`src/dwgpc_pkg.sv`:
```
// Constants, field layout and enumerations for the deep-well pad configuration block
// Contract
// - Twelve event enable bits 11:0, reset zero; set bit lets status raise an event.
// - An event is raised only when the pad also routes to SCI.
// - Field 31:30 picks which reset clears the pad configuration fields.
// - Host deep reset follows host reset, global reset or deep sleep entry.
// - Bit 29 picks raw or processed receive state for native functions.
// - Bit 28 forces the received state to one, ahead of inversion.
// - Field 26:25 picks level, edge, disabled or any-edge event delivery.
// - Event delivery never changes the received state seen by software or functions.
// - Bit 24 picks unfiltered or glitch-filtered synchronized receive state.
// - Bit 23 inverts state toward event logic, never the software receive bit.
// - In native mode field 22:21 sets the receive buffer enable and forced receive levels.
// - In GPIO mode the two disable bits control the pad buffers.
// - Bit 20 gates only the peripheral IRQ indication of a GPIO input.
// - Bit 19 gates only the event indication to power management.
// - Bit 18 is read-only and gates the SMI indication.
// - Bit 17 is read-only; when clear NMI status is never set.
// - Bit 10 is hardware pad mode: 0 GPIO, 1 native function.
// - Bit 9 disables the input buffer in GPIO mode, holding state zero.
// - Bit 8 floats the output buffer in GPIO mode only.
// - Bit 1 reads filtered receive state, zero while bit 9 is set in either pad mode.
// - Bit 0 sets the driven pad level in GPIO mode only.
// - Sticky event status set by qualifying input, cleared by writing one.
// - Ownership steers events to event/NMI/SMI status or interrupt status.
package dwgpc_pkg;
  localparam int NPADS = 12;
  localparam int AW = 12;
  localparam logic [AW-1:0] OFS_EVT_STS = 12'h140;
  localparam logic [AW-1:0] OFS_EVT_EN = 12'h160;
  localparam logic [AW-1:0] OFS_CFG0 = 12'h700;
  localparam int B_RST_LO = 30;
  localparam int B_NAT_SEL = 29;
  localparam int B_FORCE1 = 28;
  localparam int B_EVT_LO = 25;
  localparam int B_BYPASS = 24;
  localparam int B_INV = 23;
  localparam int B_BUF_LO = 21;
  localparam int B_R_IRQ = 20;
  localparam int B_R_SCI = 19;
  localparam int B_R_SMI = 18;
  localparam int B_R_NMI = 17;
  localparam int B_FSEL = 10;
  localparam int B_RXOFF = 9;
  localparam int B_TXOFF = 8;
  localparam int B_RXLVL = 1;
  localparam int B_TXLVL = 0;
  localparam logic [31:0] CFG_WR_MASK = 32'hf7f8_0301;
  localparam logic [31:0] CFG_RST = 32'h0400_0300;
  localparam logic [NPADS-1:0] PADS_ZERO = 12'h000;
  localparam logic [31:0] WORD_ZERO = 32'h0000_0000;
  localparam int CLK_NS = 10;
  localparam int FILT_NS = 30;
  localparam int FILT_CYC = (FILT_NS + CLK_NS - 1) / CLK_NS;
  typedef enum logic [1:0] {RS_DSW = 2'h0, RS_HOST_DEEP = 2'h1, RS_PLT = 2'h2, RS_RSM = 2'h3} dwgpc_rst_src_t;
  typedef enum logic [1:0] {EV_LEVEL = 2'h0, EV_EDGE = 2'h1, EV_OFF = 2'h2, EV_ANY = 2'h3} dwgpc_evt_t;
  typedef enum logic [1:0] {NB_FUNC = 2'h0, NB_RX0 = 2'h1, NB_RX1 = 2'h2, NB_RXON = 2'h3} dwgpc_nbuf_t;
endpackage

```
`src/dwgpc_filter.sv`:
```
// Glitch filter: output follows input only after it has been stable for a number of cycles
`timescale 1ns/1ps
`default_nettype none
module dwgpc_filter #(
  parameter int CYCLES = 3
) (
  input wire logic i_clk,
  input wire logic i_nrst,
  input wire logic i_din,
  output logic o_dout
);
  localparam int CW = $clog2(CYCLES + 1);
  localparam logic [CW-1:0] LAST = CW'(CYCLES - 1);
  localparam logic [CW-1:0] CNT_ZERO = CW'(0);
  localparam logic [CW-1:0] CNT_ONE = CW'(1);
  logic [CW-1:0] cnt_q, cnt_d;
  logic out_q, out_d;

  // Any return to agreement restarts the count, so short pulses never pass
  always_comb
  begin
    cnt_d = CNT_ZERO;
    out_d = out_q;
    if (i_din != out_q)
    begin
      if (cnt_q >= LAST)
        out_d = i_din;
      else
        cnt_d = cnt_q + CNT_ONE;
    end
  end

  // State registers
  always_ff @(posedge i_clk or negedge i_nrst)
  begin
    if (!i_nrst)
    begin
      cnt_q <= CNT_ZERO;
      out_q <= 1'b0;
    end
    else
    begin
      cnt_q <= cnt_d;
      out_q <= out_d;
    end
  end

  assign o_dout = out_q;
endmodule
`default_nettype wire

```
`src/dwgpc_top.sv`:
```
// Deep-well pad configuration: pad 0 receive path, buffers, event routing and registers
`timescale 1ns/1ps
`default_nettype none
module dwgpc_top #(
  parameter logic ROUTE_SMI_DEF = 1'b0,
  parameter logic ROUTE_NMI_DEF = 1'b0,
  parameter logic PAD_MODE_DEF = 1'b0,
  parameter int FILT_CYCLES = dwgpc_pkg::FILT_CYC
) (
  input wire logic i_clk,
  input wire logic i_nrst,
  input wire logic i_reg_wr,
  input wire logic i_reg_rd,
  input wire logic [dwgpc_pkg::AW-1:0] i_reg_addr,
  input wire logic [31:0] i_reg_wdata,
  output logic [31:0] o_reg_rdata,
  output logic o_reg_ack,
  input wire logic i_pad_rx,
  output logic o_pad_tx,
  output logic o_pad_tx_oe,
  output logic o_pad_rx_en,
  input wire logic i_native_tx,
  input wire logic i_native_tx_en,
  output logic o_native_rx,
  input wire logic i_func_sel_we,
  input wire logic i_func_sel,
  input wire logic i_host_own,
  input wire logic [dwgpc_pkg::NPADS-1:1] i_other_evt_set,
  input wire logic [dwgpc_pkg::NPADS-1:1] i_other_route_sci,
  input wire logic i_host_rst,
  input wire logic i_global_rst,
  input wire logic i_deep_sx,
  input wire logic i_plt_rst_n,
  input wire logic i_rsm_rst_n,
  output logic o_host_deep_rst,
  output logic o_gpe,
  output logic o_int_sts_set,
  output logic o_irq,
  output logic o_smi,
  output logic o_nmi_sts_set
);
  import dwgpc_pkg::*;

  localparam int NSYNC = 6;
  localparam logic [NSYNC-1:0] SYNC_RST = 6'h00;

  logic [NSYNC-1:0] meta_q, sync_q;
  logic [31:0] cfg_q, cfg_d;
  logic fsel_q, fsel_d;
  logic [NPADS-1:0] en_q, en_d, sts_q, sts_d, sts_set, route_vec;
  logic prev_q, prev_d;
  logic [31:0] rdata_q, rdata_d;
  logic ack_q, ack_d;
  logic tx_q, tx_d, oe_q, oe_d, rxen_q, rxen_d, nat_q, nat_d;
  logic deep_q, deep_d, gpe_q, gpe_d, int_q, int_d, irq_q, irq_d, smi_q, smi_d, nmi_q, nmi_d;
  logic rx_sync, host_deep_src, cfg_rst_hit, wr_cfg, wr_en, wr_sts;
  logic rx_buf, rx_filt, rx_sel, rx_inv, rx_proc, input_level, gpio_in, evt_hit;
  dwgpc_rst_src_t rst_src;
  dwgpc_evt_t evt_mode;
  dwgpc_nbuf_t nbuf;

  // Pin and reset inputs cross in through two flops before anything looks at them
  always_ff @(posedge i_clk or negedge i_nrst)
  begin
    if (!i_nrst)
    begin
      meta_q <= SYNC_RST;
      sync_q <= SYNC_RST;
    end
    else
    begin
      meta_q <= {i_rsm_rst_n, i_plt_rst_n, i_deep_sx, i_global_rst, i_host_rst, i_pad_rx};
      sync_q <= meta_q;
    end
  end

  assign rx_sync = sync_q[0];
  assign host_deep_src = sync_q[1] | sync_q[2] | sync_q[3];

  // Field decode
  assign rst_src = dwgpc_rst_src_t'(cfg_q[B_RST_LO+1:B_RST_LO]);
  assign evt_mode = dwgpc_evt_t'(cfg_q[B_EVT_LO+1:B_EVT_LO]);
  assign nbuf = dwgpc_nbuf_t'(cfg_q[B_BUF_LO+1:B_BUF_LO]);

  // Selected reset source; power-good is the block reset itself
  always_comb
  begin
    case (rst_src)
      RS_HOST_DEEP: cfg_rst_hit = host_deep_src;
      RS_PLT: cfg_rst_hit = ~sync_q[4];
      RS_RSM: cfg_rst_hit = ~sync_q[5];
      default: cfg_rst_hit = 1'b0;
    endcase
  end

  // Address decode
  assign wr_cfg = i_reg_wr && (i_reg_addr == OFS_CFG0);
  assign wr_en = i_reg_wr && (i_reg_addr == OFS_EVT_EN);
  assign wr_sts = i_reg_wr && (i_reg_addr == OFS_EVT_STS);

  // Override sits right at the buffer output so inversion still sees it
  assign rx_buf = cfg_q[B_FORCE1] | rx_sync;

  dwgpc_filter #(
    .CYCLES(FILT_CYCLES)
  ) u_filter (
    .i_clk(i_clk),
    .i_nrst(i_nrst),
    .i_din(rx_buf),
    .o_dout(rx_filt)
  );

  // Receive chain: filter choice, inversion, then buffer gating
  always_comb
  begin
    rx_sel = cfg_q[B_BYPASS] ? rx_filt : rx_buf;
    rx_inv = rx_sel ^ cfg_q[B_INV];
    rx_proc = rx_inv;
    if (!fsel_q)
    begin
      if (cfg_q[B_RXOFF])
        rx_proc = 1'b0;
    end
    else
    begin
      case (nbuf)
        NB_RX0: rx_proc = 1'b0;
        NB_RX1: rx_proc = 1'b1;
        default: rx_proc = rx_inv;
      endcase
    end
  end

  // Software view: filtered, never inverted, zero while bit 9 is set in either pad mode
  assign input_level = rx_filt & ~cfg_q[B_RXOFF];
  assign gpio_in = ~fsel_q & ~cfg_q[B_RXOFF];

  // Delivery shapes only event triggering, never the state above
  always_comb
  begin
    case (evt_mode)
      EV_LEVEL: evt_hit = rx_proc;
      EV_EDGE: evt_hit = rx_proc & ~prev_q;
      EV_ANY: evt_hit = rx_proc ^ prev_q;
      default: evt_hit = 1'b0;
    endcase
    evt_hit = evt_hit & gpio_in;
  end

  // Ownership steers the event to one status group only
  assign sts_set = {i_other_evt_set, evt_hit & ~i_host_own};
  assign route_vec = {i_other_route_sci, cfg_q[B_R_SCI] & gpio_in};

  // Register file next state; reserved bits masked out on write
  always_comb
  begin
    cfg_d = cfg_q;
    if (cfg_rst_hit)
      cfg_d = {cfg_q[31:B_RST_LO], CFG_RST[B_RST_LO-1:0]};
    else if (wr_cfg)
      cfg_d = i_reg_wdata & CFG_WR_MASK;
    fsel_d = i_func_sel_we ? i_func_sel : fsel_q;
    en_d = wr_en ? i_reg_wdata[NPADS-1:0] : en_q;
    // Set beats a clear in the same cycle
    sts_d = (sts_q & ~(wr_sts ? i_reg_wdata[NPADS-1:0] : PADS_ZERO)) | sts_set;
    prev_d = rx_proc;
  end

  always_ff @(posedge i_clk or negedge i_nrst)
  begin
    if (!i_nrst)
    begin
      cfg_q <= CFG_RST;
      fsel_q <= PAD_MODE_DEF;
      en_q <= PADS_ZERO;
      sts_q <= PADS_ZERO;
      prev_q <= 1'b0;
    end
    else
    begin
      cfg_q <= cfg_d;
      fsel_q <= fsel_d;
      en_q <= en_d;
      sts_q <= sts_d;
      prev_q <= prev_d;
    end
  end

  // Read mux; unmapped offsets answer zero
  always_comb
  begin
    rdata_d = rdata_q;
    ack_d = i_reg_rd;
    if (i_reg_rd)
    begin
      if (i_reg_addr == OFS_CFG0)
      begin
        rdata_d = cfg_q;
        rdata_d[B_R_SMI] = ROUTE_SMI_DEF;
        rdata_d[B_R_NMI] = ROUTE_NMI_DEF;
        rdata_d[B_FSEL] = fsel_q;
        rdata_d[B_RXLVL] = input_level;
      end
      else if (i_reg_addr == OFS_EVT_EN)
        rdata_d = {20'h00000, en_q};
      else if (i_reg_addr == OFS_EVT_STS)
        rdata_d = {20'h00000, sts_q};
      else
        rdata_d = WORD_ZERO;
    end
  end

  // Pad and indication outputs, all registered
  always_comb
  begin
    if (!fsel_q)
    begin
      tx_d = cfg_q[B_TXLVL];
      oe_d = ~cfg_q[B_TXOFF];
      rxen_d = ~cfg_q[B_RXOFF];
    end
    else
    begin
      tx_d = i_native_tx;
      oe_d = i_native_tx_en;
      rxen_d = (nbuf == NB_FUNC) || (nbuf == NB_RXON);
    end
    // Raw choice still honours forced receive levels of the buffer config
    nat_d = cfg_q[B_NAT_SEL] ? rx_proc : rx_buf;
    if (nbuf == NB_RX0)
      nat_d = 1'b0;
    else if (nbuf == NB_RX1)
      nat_d = 1'b1;
    deep_d = host_deep_src;
    gpe_d = |(sts_q & en_q & route_vec);
    int_d = evt_hit & i_host_own;
    irq_d = evt_hit & i_host_own & cfg_q[B_R_IRQ];
    smi_d = evt_hit & ~i_host_own & ROUTE_SMI_DEF;
    nmi_d = evt_hit & ~i_host_own & ROUTE_NMI_DEF;
  end

  always_ff @(posedge i_clk or negedge i_nrst)
  begin
    if (!i_nrst)
    begin
      rdata_q <= WORD_ZERO;
      ack_q <= 1'b0;
      tx_q <= 1'b0;
      oe_q <= 1'b0;
      rxen_q <= 1'b0;
      nat_q <= 1'b0;
      deep_q <= 1'b0;
      gpe_q <= 1'b0;
      int_q <= 1'b0;
      irq_q <= 1'b0;
      smi_q <= 1'b0;
      nmi_q <= 1'b0;
    end
    else
    begin
      rdata_q <= rdata_d;
      ack_q <= ack_d;
      tx_q <= tx_d;
      oe_q <= oe_d;
      rxen_q <= rxen_d;
      nat_q <= nat_d;
      deep_q <= deep_d;
      gpe_q <= gpe_d;
      int_q <= int_d;
      irq_q <= irq_d;
      smi_q <= smi_d;
      nmi_q <= nmi_d;
    end
  end

  assign o_reg_rdata = rdata_q;
  assign o_reg_ack = ack_q;
  assign o_pad_tx = tx_q;
  assign o_pad_tx_oe = oe_q;
  assign o_pad_rx_en = rxen_q;
  assign o_native_rx = nat_q;
  assign o_host_deep_rst = deep_q;
  assign o_gpe = gpe_q;
  assign o_int_sts_set = int_q;
  assign o_irq = irq_q;
  assign o_smi = smi_q;
  assign o_nmi_sts_set = nmi_q;

  // Checks
  a_gpe_enable_gate: assert property (@(posedge i_clk) disable iff (!i_nrst)
    (en_q == PADS_ZERO) |=> !o_gpe) else $error("event raised with all enables clear");
  a_gpe_route_gate: assert property (@(posedge i_clk) disable iff (!i_nrst)
    o_gpe |-> (($past(sts_q) & $past(en_q) & $past(route_vec)) != PADS_ZERO))
    else $error("event raised without route");
  a_pad_rst_clear: assert property (@(posedge i_clk) disable iff (!i_nrst)
    cfg_rst_hit |=> (cfg_q[B_RST_LO-1:0] == CFG_RST[B_RST_LO-1:0])) else $error("selected reset missed");
  a_deep_rst_out: assert property (@(posedge i_clk) disable iff (!i_nrst)
    (i_host_rst || i_global_rst || i_deep_sx) ##3 1'b1 |-> o_host_deep_rst) else $error("deep reset not driven");
  a_force_one_nat: assert property (@(posedge i_clk) disable iff (!i_nrst)
    (fsel_q && nbuf == NB_FUNC && !cfg_q[B_NAT_SEL] && cfg_q[B_FORCE1]) |=> o_native_rx)
    else $error("force to one not seen");
  a_rx_off_zero: assert property (@(posedge i_clk) disable iff (!i_nrst)
    (!fsel_q && cfg_q[B_RXOFF]) |-> (!input_level && !evt_hit) ##1 !o_pad_rx_en)
    else $error("disabled input not held at zero");
  a_tx_gpio_drive: assert property (@(posedge i_clk) disable iff (!i_nrst)
    (!fsel_q && !cfg_q[B_TXOFF]) |=> (o_pad_tx == $past(cfg_q[B_TXLVL])) && o_pad_tx_oe)
    else $error("gpio output level wrong");
  a_tx_native_own: assert property (@(posedge i_clk) disable iff (!i_nrst)
    fsel_q |=> (o_pad_tx_oe == $past(i_native_tx_en))) else $error("gpio bits leak into native mode");
  a_sts_set_wins: assert property (@(posedge i_clk) disable iff (!i_nrst)
    sts_set[0] |=> sts_q[0]) else $error("status set lost");
  a_own_steer: assert property (@(posedge i_clk) disable iff (!i_nrst)
    o_int_sts_set |-> ($past(i_host_own) && !$past(sts_set[0]))) else $error("ownership steering wrong");
  a_evt_off_quiet: assert property (@(posedge i_clk) disable iff (!i_nrst)
    (evt_mode == EV_OFF) |=> !o_int_sts_set && !o_nmi_sts_set) else $error("disabled delivery fired");
endmodule
`default_nettype wire

```
`config.mk`:
```
export PLATFORM = sky130hd
export DESIGN_NAME = dwgpc_top
export DESIGN_NICKNAME = d
export VERILOG_FILES = /design/src/dwgpc_pkg.sv /design/src/dwgpc_filter.sv /design/src/dwgpc_top.sv
export SDC_FILE = /design/constraint.sdc
export NUM_CORES = 1
export LEC_CHECK = 0
export BUFFER_PORTS_ARGS = -buffer_cell sky130_fd_sc_hd__buf_2
export CORE_MARGIN = 3
export CORE_UTILIZATION = 50
export CTS_CLUSTER_SIZE = 24
export DETAILED_ROUTE_END_ITERATION = 10
export PLACE_DENSITY = 0.78
export SYNTH_ARGS = -nofsm -noshare
export SYNTH_HDL_FRONTEND = slang
export SYNTH_SLANG_ARGS = --single-unit
```
`constraint.sdc`:
```
create_clock -name i_clk -period 2.84 [get_ports i_clk]
set_input_delay 0.568 -clock i_clk [delete_from_list [all_inputs] [get_ports i_clk]]
set_output_delay 0.568 -clock i_clk [all_outputs]
set_load 0.03 [all_outputs]
```
Word-level counts from Yosys, hierarchy flattened
Cells that the tools add are included.
{ "op_classes": {"addsub": 1, "mul": 0, "div": 0, "n_lt_le_gt_ge": 1, "n_eq_ne": 12, "shifts": 0, "mux": 20, "bitwise": 26, "reduce_logical": 10} }
{ "op_table": {"columns": ["operator", "count"], "rows": [
  ["32-bit 2-to-1 mux", 2],
  ["30-bit 2-to-1 mux", 2],
  ["12-bit AND", 3],
  ["12-bit by 9-bit == test with 1-bit output (second input constant)", 2],
  ["12-bit 2-to-1 mux", 2],
  ["12-bit by 11-bit == test with 1-bit output (second input constant)", 1],
  ["12-bit inverter", 1],
  ["12-bit bitwise OR", 1],
  ["12-bit OR reduction", 1],
  ["2-bit == test (second input constant)", 5],
  ["1-bit 2-to-1 mux", 9],
  ["1-bit AND", 8],
  ["1-bit inverter", 8],
  ["2-bit by 1-bit == test with 1-bit output (second input constant)", 3],
  ["1-bit case mux with 3 select lines", 2],
  ["2-bit zero test", 2],
  ["2-bit 2-to-1 mux", 2],
  ["2-bit AND reduction", 2],
  ["1-bit logical AND", 3],
  ["1-bit bitwise OR", 3],
  ["2-bit by 1-bit adder with 2-bit output (second input constant)", 1],
  ["2-bit greater-or-equal comparator (second input constant)", 1],
  ["1-bit case mux with 2 select lines", 1],
  ["2-bit nonzero test", 1],
  ["other kinds (3)", 4]
]} }
{ "totals": {"reg_bits": 114, "latchBits": 0, "ramBits": 0, "mem_bits_ro": 0, "in_bits": 81, "out_inout_bits": 43, "mem_count": 0} }

Depth between registers and ports, before layout
{ "logic_depth": {"ltp_word": 10, "mapped_depth": 11} }

Hierarchy
From an unflattened synthesis, not the netlist that was laid out.
{ "hier_totals": {"hier_cells": 305, "area_unflattened_um2": 3782.4} }
{ "by_module_without_submodules": {"columns": ["mod", "instances", "cells_each", "area_per_inst_um2", "seq_area_each_um2"], "rows": [
  ["dwgpc_top", 1, 298, 3669.8, 2155.8],
  ["dwgpc_filter", 1, 7, 112.6, 75.1]
]} }

Least setup slack after synthesis
No wires, ideal clock.
{ "synth_timing": {"path_kind": "flip-flop to flip-flop", "from": "register cfg_q[28]", "to": "register irq_q (netlist: o_irq)", "setup_time_ns": 0.119, "arrival_ns": 2.071, "t_required_ns": 2.721, "setup_slack_ns": 0.650, "path_stages_with_launch": 12, "synth_period_minus_slack_ns": 2.190, "cell_sequence": "dfrtp_1 > nor3_1 > o21ai_0 > o311a_1 > o21ai_0 > nand2_1 > ha_1 > nor2b_1 > o21ai_0 > nand2_1 > o21a_1 > and2_1"} }
{ "synth_between": {"elab_chain_cells": 10, "word_cells_on_any_way": 12, "cone_classes": "mux (5); bitwise (7)"} }
{ "synth_rtl": {"columns": ["element", "line_no", "rtl"], "rows": [
  ["start, declared", "dwgpc_top.sv:48", "logic [31:0] cfg_q, cfg_d;"],
  ["start signal, assigned", "dwgpc_top.sv:181", "cfg_q <= cfg_d;"],
  ["1-bit bitwise OR (*)", "dwgpc_top.sv:102", "assign rx_buf = cfg_q[B_FORCE1] | rx_sync;"],
  ["1-bit 2-to-1 mux (*)", "dwgpc_top.sv:116", "rx_sel = cfg_q[B_BYPASS] ? rx_filt : rx_buf;"],
  ["1-bit bitwise XOR (*)", "dwgpc_top.sv:117", "rx_inv = rx_sel ^ cfg_q[B_INV];"],
  ["1-bit case mux with 2 select lines or 1-bit 2-to-1 mux (tied branches)", "dwgpc_top.sv:126, dwgpc_top.sv:121", null],
  ["1-bit 2-to-1 mux (*)", "dwgpc_top.sv:119", "if (!fsel_q)"],
  ["via prev_d", "dwgpc_top.sv:51", "logic prev_q, prev_d;"],
  ["1-bit bitwise XOR or 1-bit AND (tied branches)", "dwgpc_top.sv:144, dwgpc_top.sv:143", null],
  ["1-bit case mux with 3 select lines (*)", "dwgpc_top.sv:141", "case (evt_mode)"],
  ["1-bit AND (*)", "dwgpc_top.sv:147", "evt_hit = evt_hit & gpio_in;"],
  ["1-bit AND (*)", null, null],
  ["via int_d", "dwgpc_top.sv:55", "logic deep_q, deep_d, gpe_q, gpe_d, int_q, int_d, irq_q, irq_d, smi_q, smi_d, nmi_q, nmi_d;"],
  ["1-bit AND (*)", "dwgpc_top.sv:237", "irq_d = evt_hit & i_host_own & cfg_q[B_R_IRQ];"],
  ["via irq_d", "dwgpc_top.sv:55", null],
  ["end signal, assigned", "dwgpc_top.sv:270", "irq_q <= irq_d;"],
  ["end, declared", "dwgpc_top.sv:55", null]
]} }
The timed path passes the listed nets; every way through them passes the cells marked *.
A chain may end at the register's enable or synchronous reset.

Worst setup path after layout
Ends and elaborated chain as after synthesis.

==> metrics.cfg <==
[run_status]
outcome=finished, final reports clean

[timing]
rsz0062_at_grt=no
setup_viol=0
finClkSkew_ps=5.136
setup_tns_ps=0
setup_ws_ps=282.7
drv_slew=0
worst_pin_slew_ps=993.5
relSlewSlack_pct=33.63
fin_crit_sh_pct=90.05
period_minus_slack_ps=2557
hold_viol=0
max_freq_mhz=391.0

[yosys]
synth_area_um2=3755
synthTopCellsByArea=dfrtp_1, a22o_1, mux2_2, nand2_1, buf_4
async_reset_ff_share_pct=100.0
synth_seq_cells=89
ys_seq_area_share_pct=59.41
yosysMostFrequentCell=dfrtp_1
yosysTopAreaCellShare_pct=57.31
syn_avg_cell_area_um2=11.96
synth_warnings=0
synth_common_cells=dfrtp_1, nand2_1, a22o_1, mux2_2, buf_4
yosysTopAreaCell=dfrtp_1
synthCells=314
synth_edf_count=0
yosys_most_used_dff=dfrtp_1
synth.distinct_cells=49

[floorplan]
die_height_um=92.66
fp-row-count=30
coreArea_um2=7019
start_util_pct=53.49
die_w_um=92.66
io_pins=124
dieArea_um2=8586

[setup_path]
worstSetupStartpointType=register
worstReg2RegEnd=o_irq
arrival_ps=2810
worstSetupPathType=reg2reg
path_max_fanout=5
setup.worst_path.end=o_irq
r2r_cells=11
crit_path_end_kind=register
cp.required_ps=3090
reg2reg_from=cfg_q[28]
rrSetupSlack_ps=280
critPathLaunch=cfg_q[28]

[power]
p_per_area_nw_per_um2=526.2
pwr-share-clk_pct=35.2
power_frac_comb_pct=8.9
ir_drop_mv=0.2538
power_switching_uw=591.2
intPower_mw=1.807
power_leakage_nw=2.268
switching_share_pct=24.65
seqPwrFrac_pct=55.9

[clock_tree]
htreeDepth=3
numCtsBuffers=9
cts_root_buf=clkbuf_8
cts_resized=0
worstSkewPairLatency_ps=350
holdBufCountCts=0
clock-sinks=89
cts_tree=yes
post_cts_buffers=0
ctsLongestPathBuffers=2
path_clk_slew_ps=90

[place]
place_congestion=0.8128
dp_hpwl_mm=6.228
port_buffers=105
dp_slack_ps=395.0

[routing]
dr_total_vias=2829
drc=0
routed_wirelength_mm=8.663
drtIter0Drc=157
via_per_inst=5.420
ant_nets=0
routedWlPerCell_um=16.60
drt_first_pass_iters=4

[finish]
area_delta_synth_final_pct=21.39
n_antenna_cell=0
drive_gt1_share_pct=35.68
final_nets=505
fillers=571

[grt]
grt.overflow.total=0
grt_pass1_wl_mm=13.89
grt_pass1_vias=2883
antenna_found_initial=0
track_usage_pct=21.00
grt_max_degree=49

[hold_path]
hp-class=in2async

[run]
drv_cap=0

==> metrics by stage <==
stage / total power [mW] / instances / utilization, % / area (um^2) / hold WS, ps
after floorplan: 1.472 / 323 / - / 3789 / 272.4
after global placement: 1.570 / 506 / 62.07 / 4357 / 332.5
after detailed placement: 1.579 / 506 / 62.07 / 4357 / 334.7
after CTS: 2.420 / 522 / 64.94 / 4558 / 188.9
after global routing: 2.498 / 522 / 64.94 / 4558 / 217.7
final: 2.399 / 522 / 64.94 / 4558 / 190.6
==> cells by family after synthesis <==
kind of cell | share of synthesized area, %
buf+inv | 5.365
xor+xnor | 0.2333
flops | 59.41
fa+ha+maj | 0.9998
mux | 4.765
simple gates | 11.93
compound gates | 17.19
other cells | 0.09987
==> how the worst min path moves through the flow <==
stage | depth (start not counted) | from | endpoint | slack, ps
after floorplan | 0 | i_nrst | cfg_q[0] | 270
after global placement | 0 | meta_q[3] | sync_q[3] | 330
after detailed placement | 0 | meta_q[2] | sync_q[2] | 330
after CTS | 1 | i_nrst | cfg_q[19] | 190
after global routing | 1 | i_nrst | o_host_deep_rst | 220
final | 1 | i_nrst | o_host_deep_rst | 190
==> flip-flops by register name (all words and copies together), names as in the netlist, 2 cells and up <==
name and flops:
o_reg_rdata 24, u_filter.cnt_q 2, meta_q 6, sync_q 6
en_q 12, cfg_q 15, sts_q 12
==> metal layers <==
layer  track usage, %  vias to the layer above  part of all wire (%)
met5                0                        -                     0
met4            9.524                        0                   2.2
met3            3.656                       18                   5.3
met2            34.38                       89                    50
met1            27.40                     1387                    43
li1                 -                     1335                     -
==> placed cells by master, fill, tap and decap left out, types with 2 or more instances in the layout <==
| master | instances |
|---|---|
| or3_1 | 2 |
| dfstp_2 | 3 |
| a22oi_1 | 3 |
| nand2b_1 | 2 |
| clkbuf_8 | 13 |
| and3_1 | 9 |
| nand2_1 | 32 |
| nand3_1 | 7 |
| buf_2 | 104 |
| inv_1 | 12 |
| buf_4 | 5 |
| o21ai_0 | 10 |
| mux2_2 | 15 |
| clkinv_4 | 2 |
| conb_1 | 10 |
| nor2_1 | 8 |
| a32oi_1 | 7 |
| a31oi_1 | 7 |
| a22o_1 | 22 |
| and2_1 | 2 |
| o22ai_1 | 4 |
| o2bb2ai_1 | 8 |
| nor2b_1 | 6 |
| nor3_1 | 2 |
| buf_12 | 2 |
| a21o_1 | 12 |
| dfrtp_1 | 86 |
| a21oi_1 | 4 |
| nand4_1 | 2 |
| ha_1 | 3 |
| nor4_1 | 2 |
==> cell type report <==
cell class / count / area, um^2 / share of cell area [%]
timing repair buffer: 111 / 598.1 / 13.12
inverter: 12 / 45.04 / 0.9882
multi-input combinational: 198 / 1363 / 29.89
clock inverter: 3 / 22.52 / 0.4941
clock buffer: 13 / 178.9 / 3.925
tap: 96 / 120.1 / 2.635
sequential: 89 / 2231 / 48.94
==> power groups by stage <==
stage	Sequential (mW)	Combinational, mW	Clock, mW
2_1_floorplan	1.38	0.0959	0
3_3_place_gp	1.36	0.208	0
3_5_place_dp	1.36	0.215	0
4_1_cts	1.34	0.215	0.865
5_1_grt	1.35	0.236	0.916
6_report	1.34	0.213	0.845
==> critical path: stages, from the launching register on <==
cell and delay, ps:
dfrtp_1 440, nor3_1 310, o21ai_0 190, o311a_1 160, o21ai_0 230, nand2_1 120
ha_1 310, nor2b_1 50, o21ai_0 230, nand2_1 80, o21a_1 190, and2_1 150
Note: power is estimated with default switching activity, not from simulation.
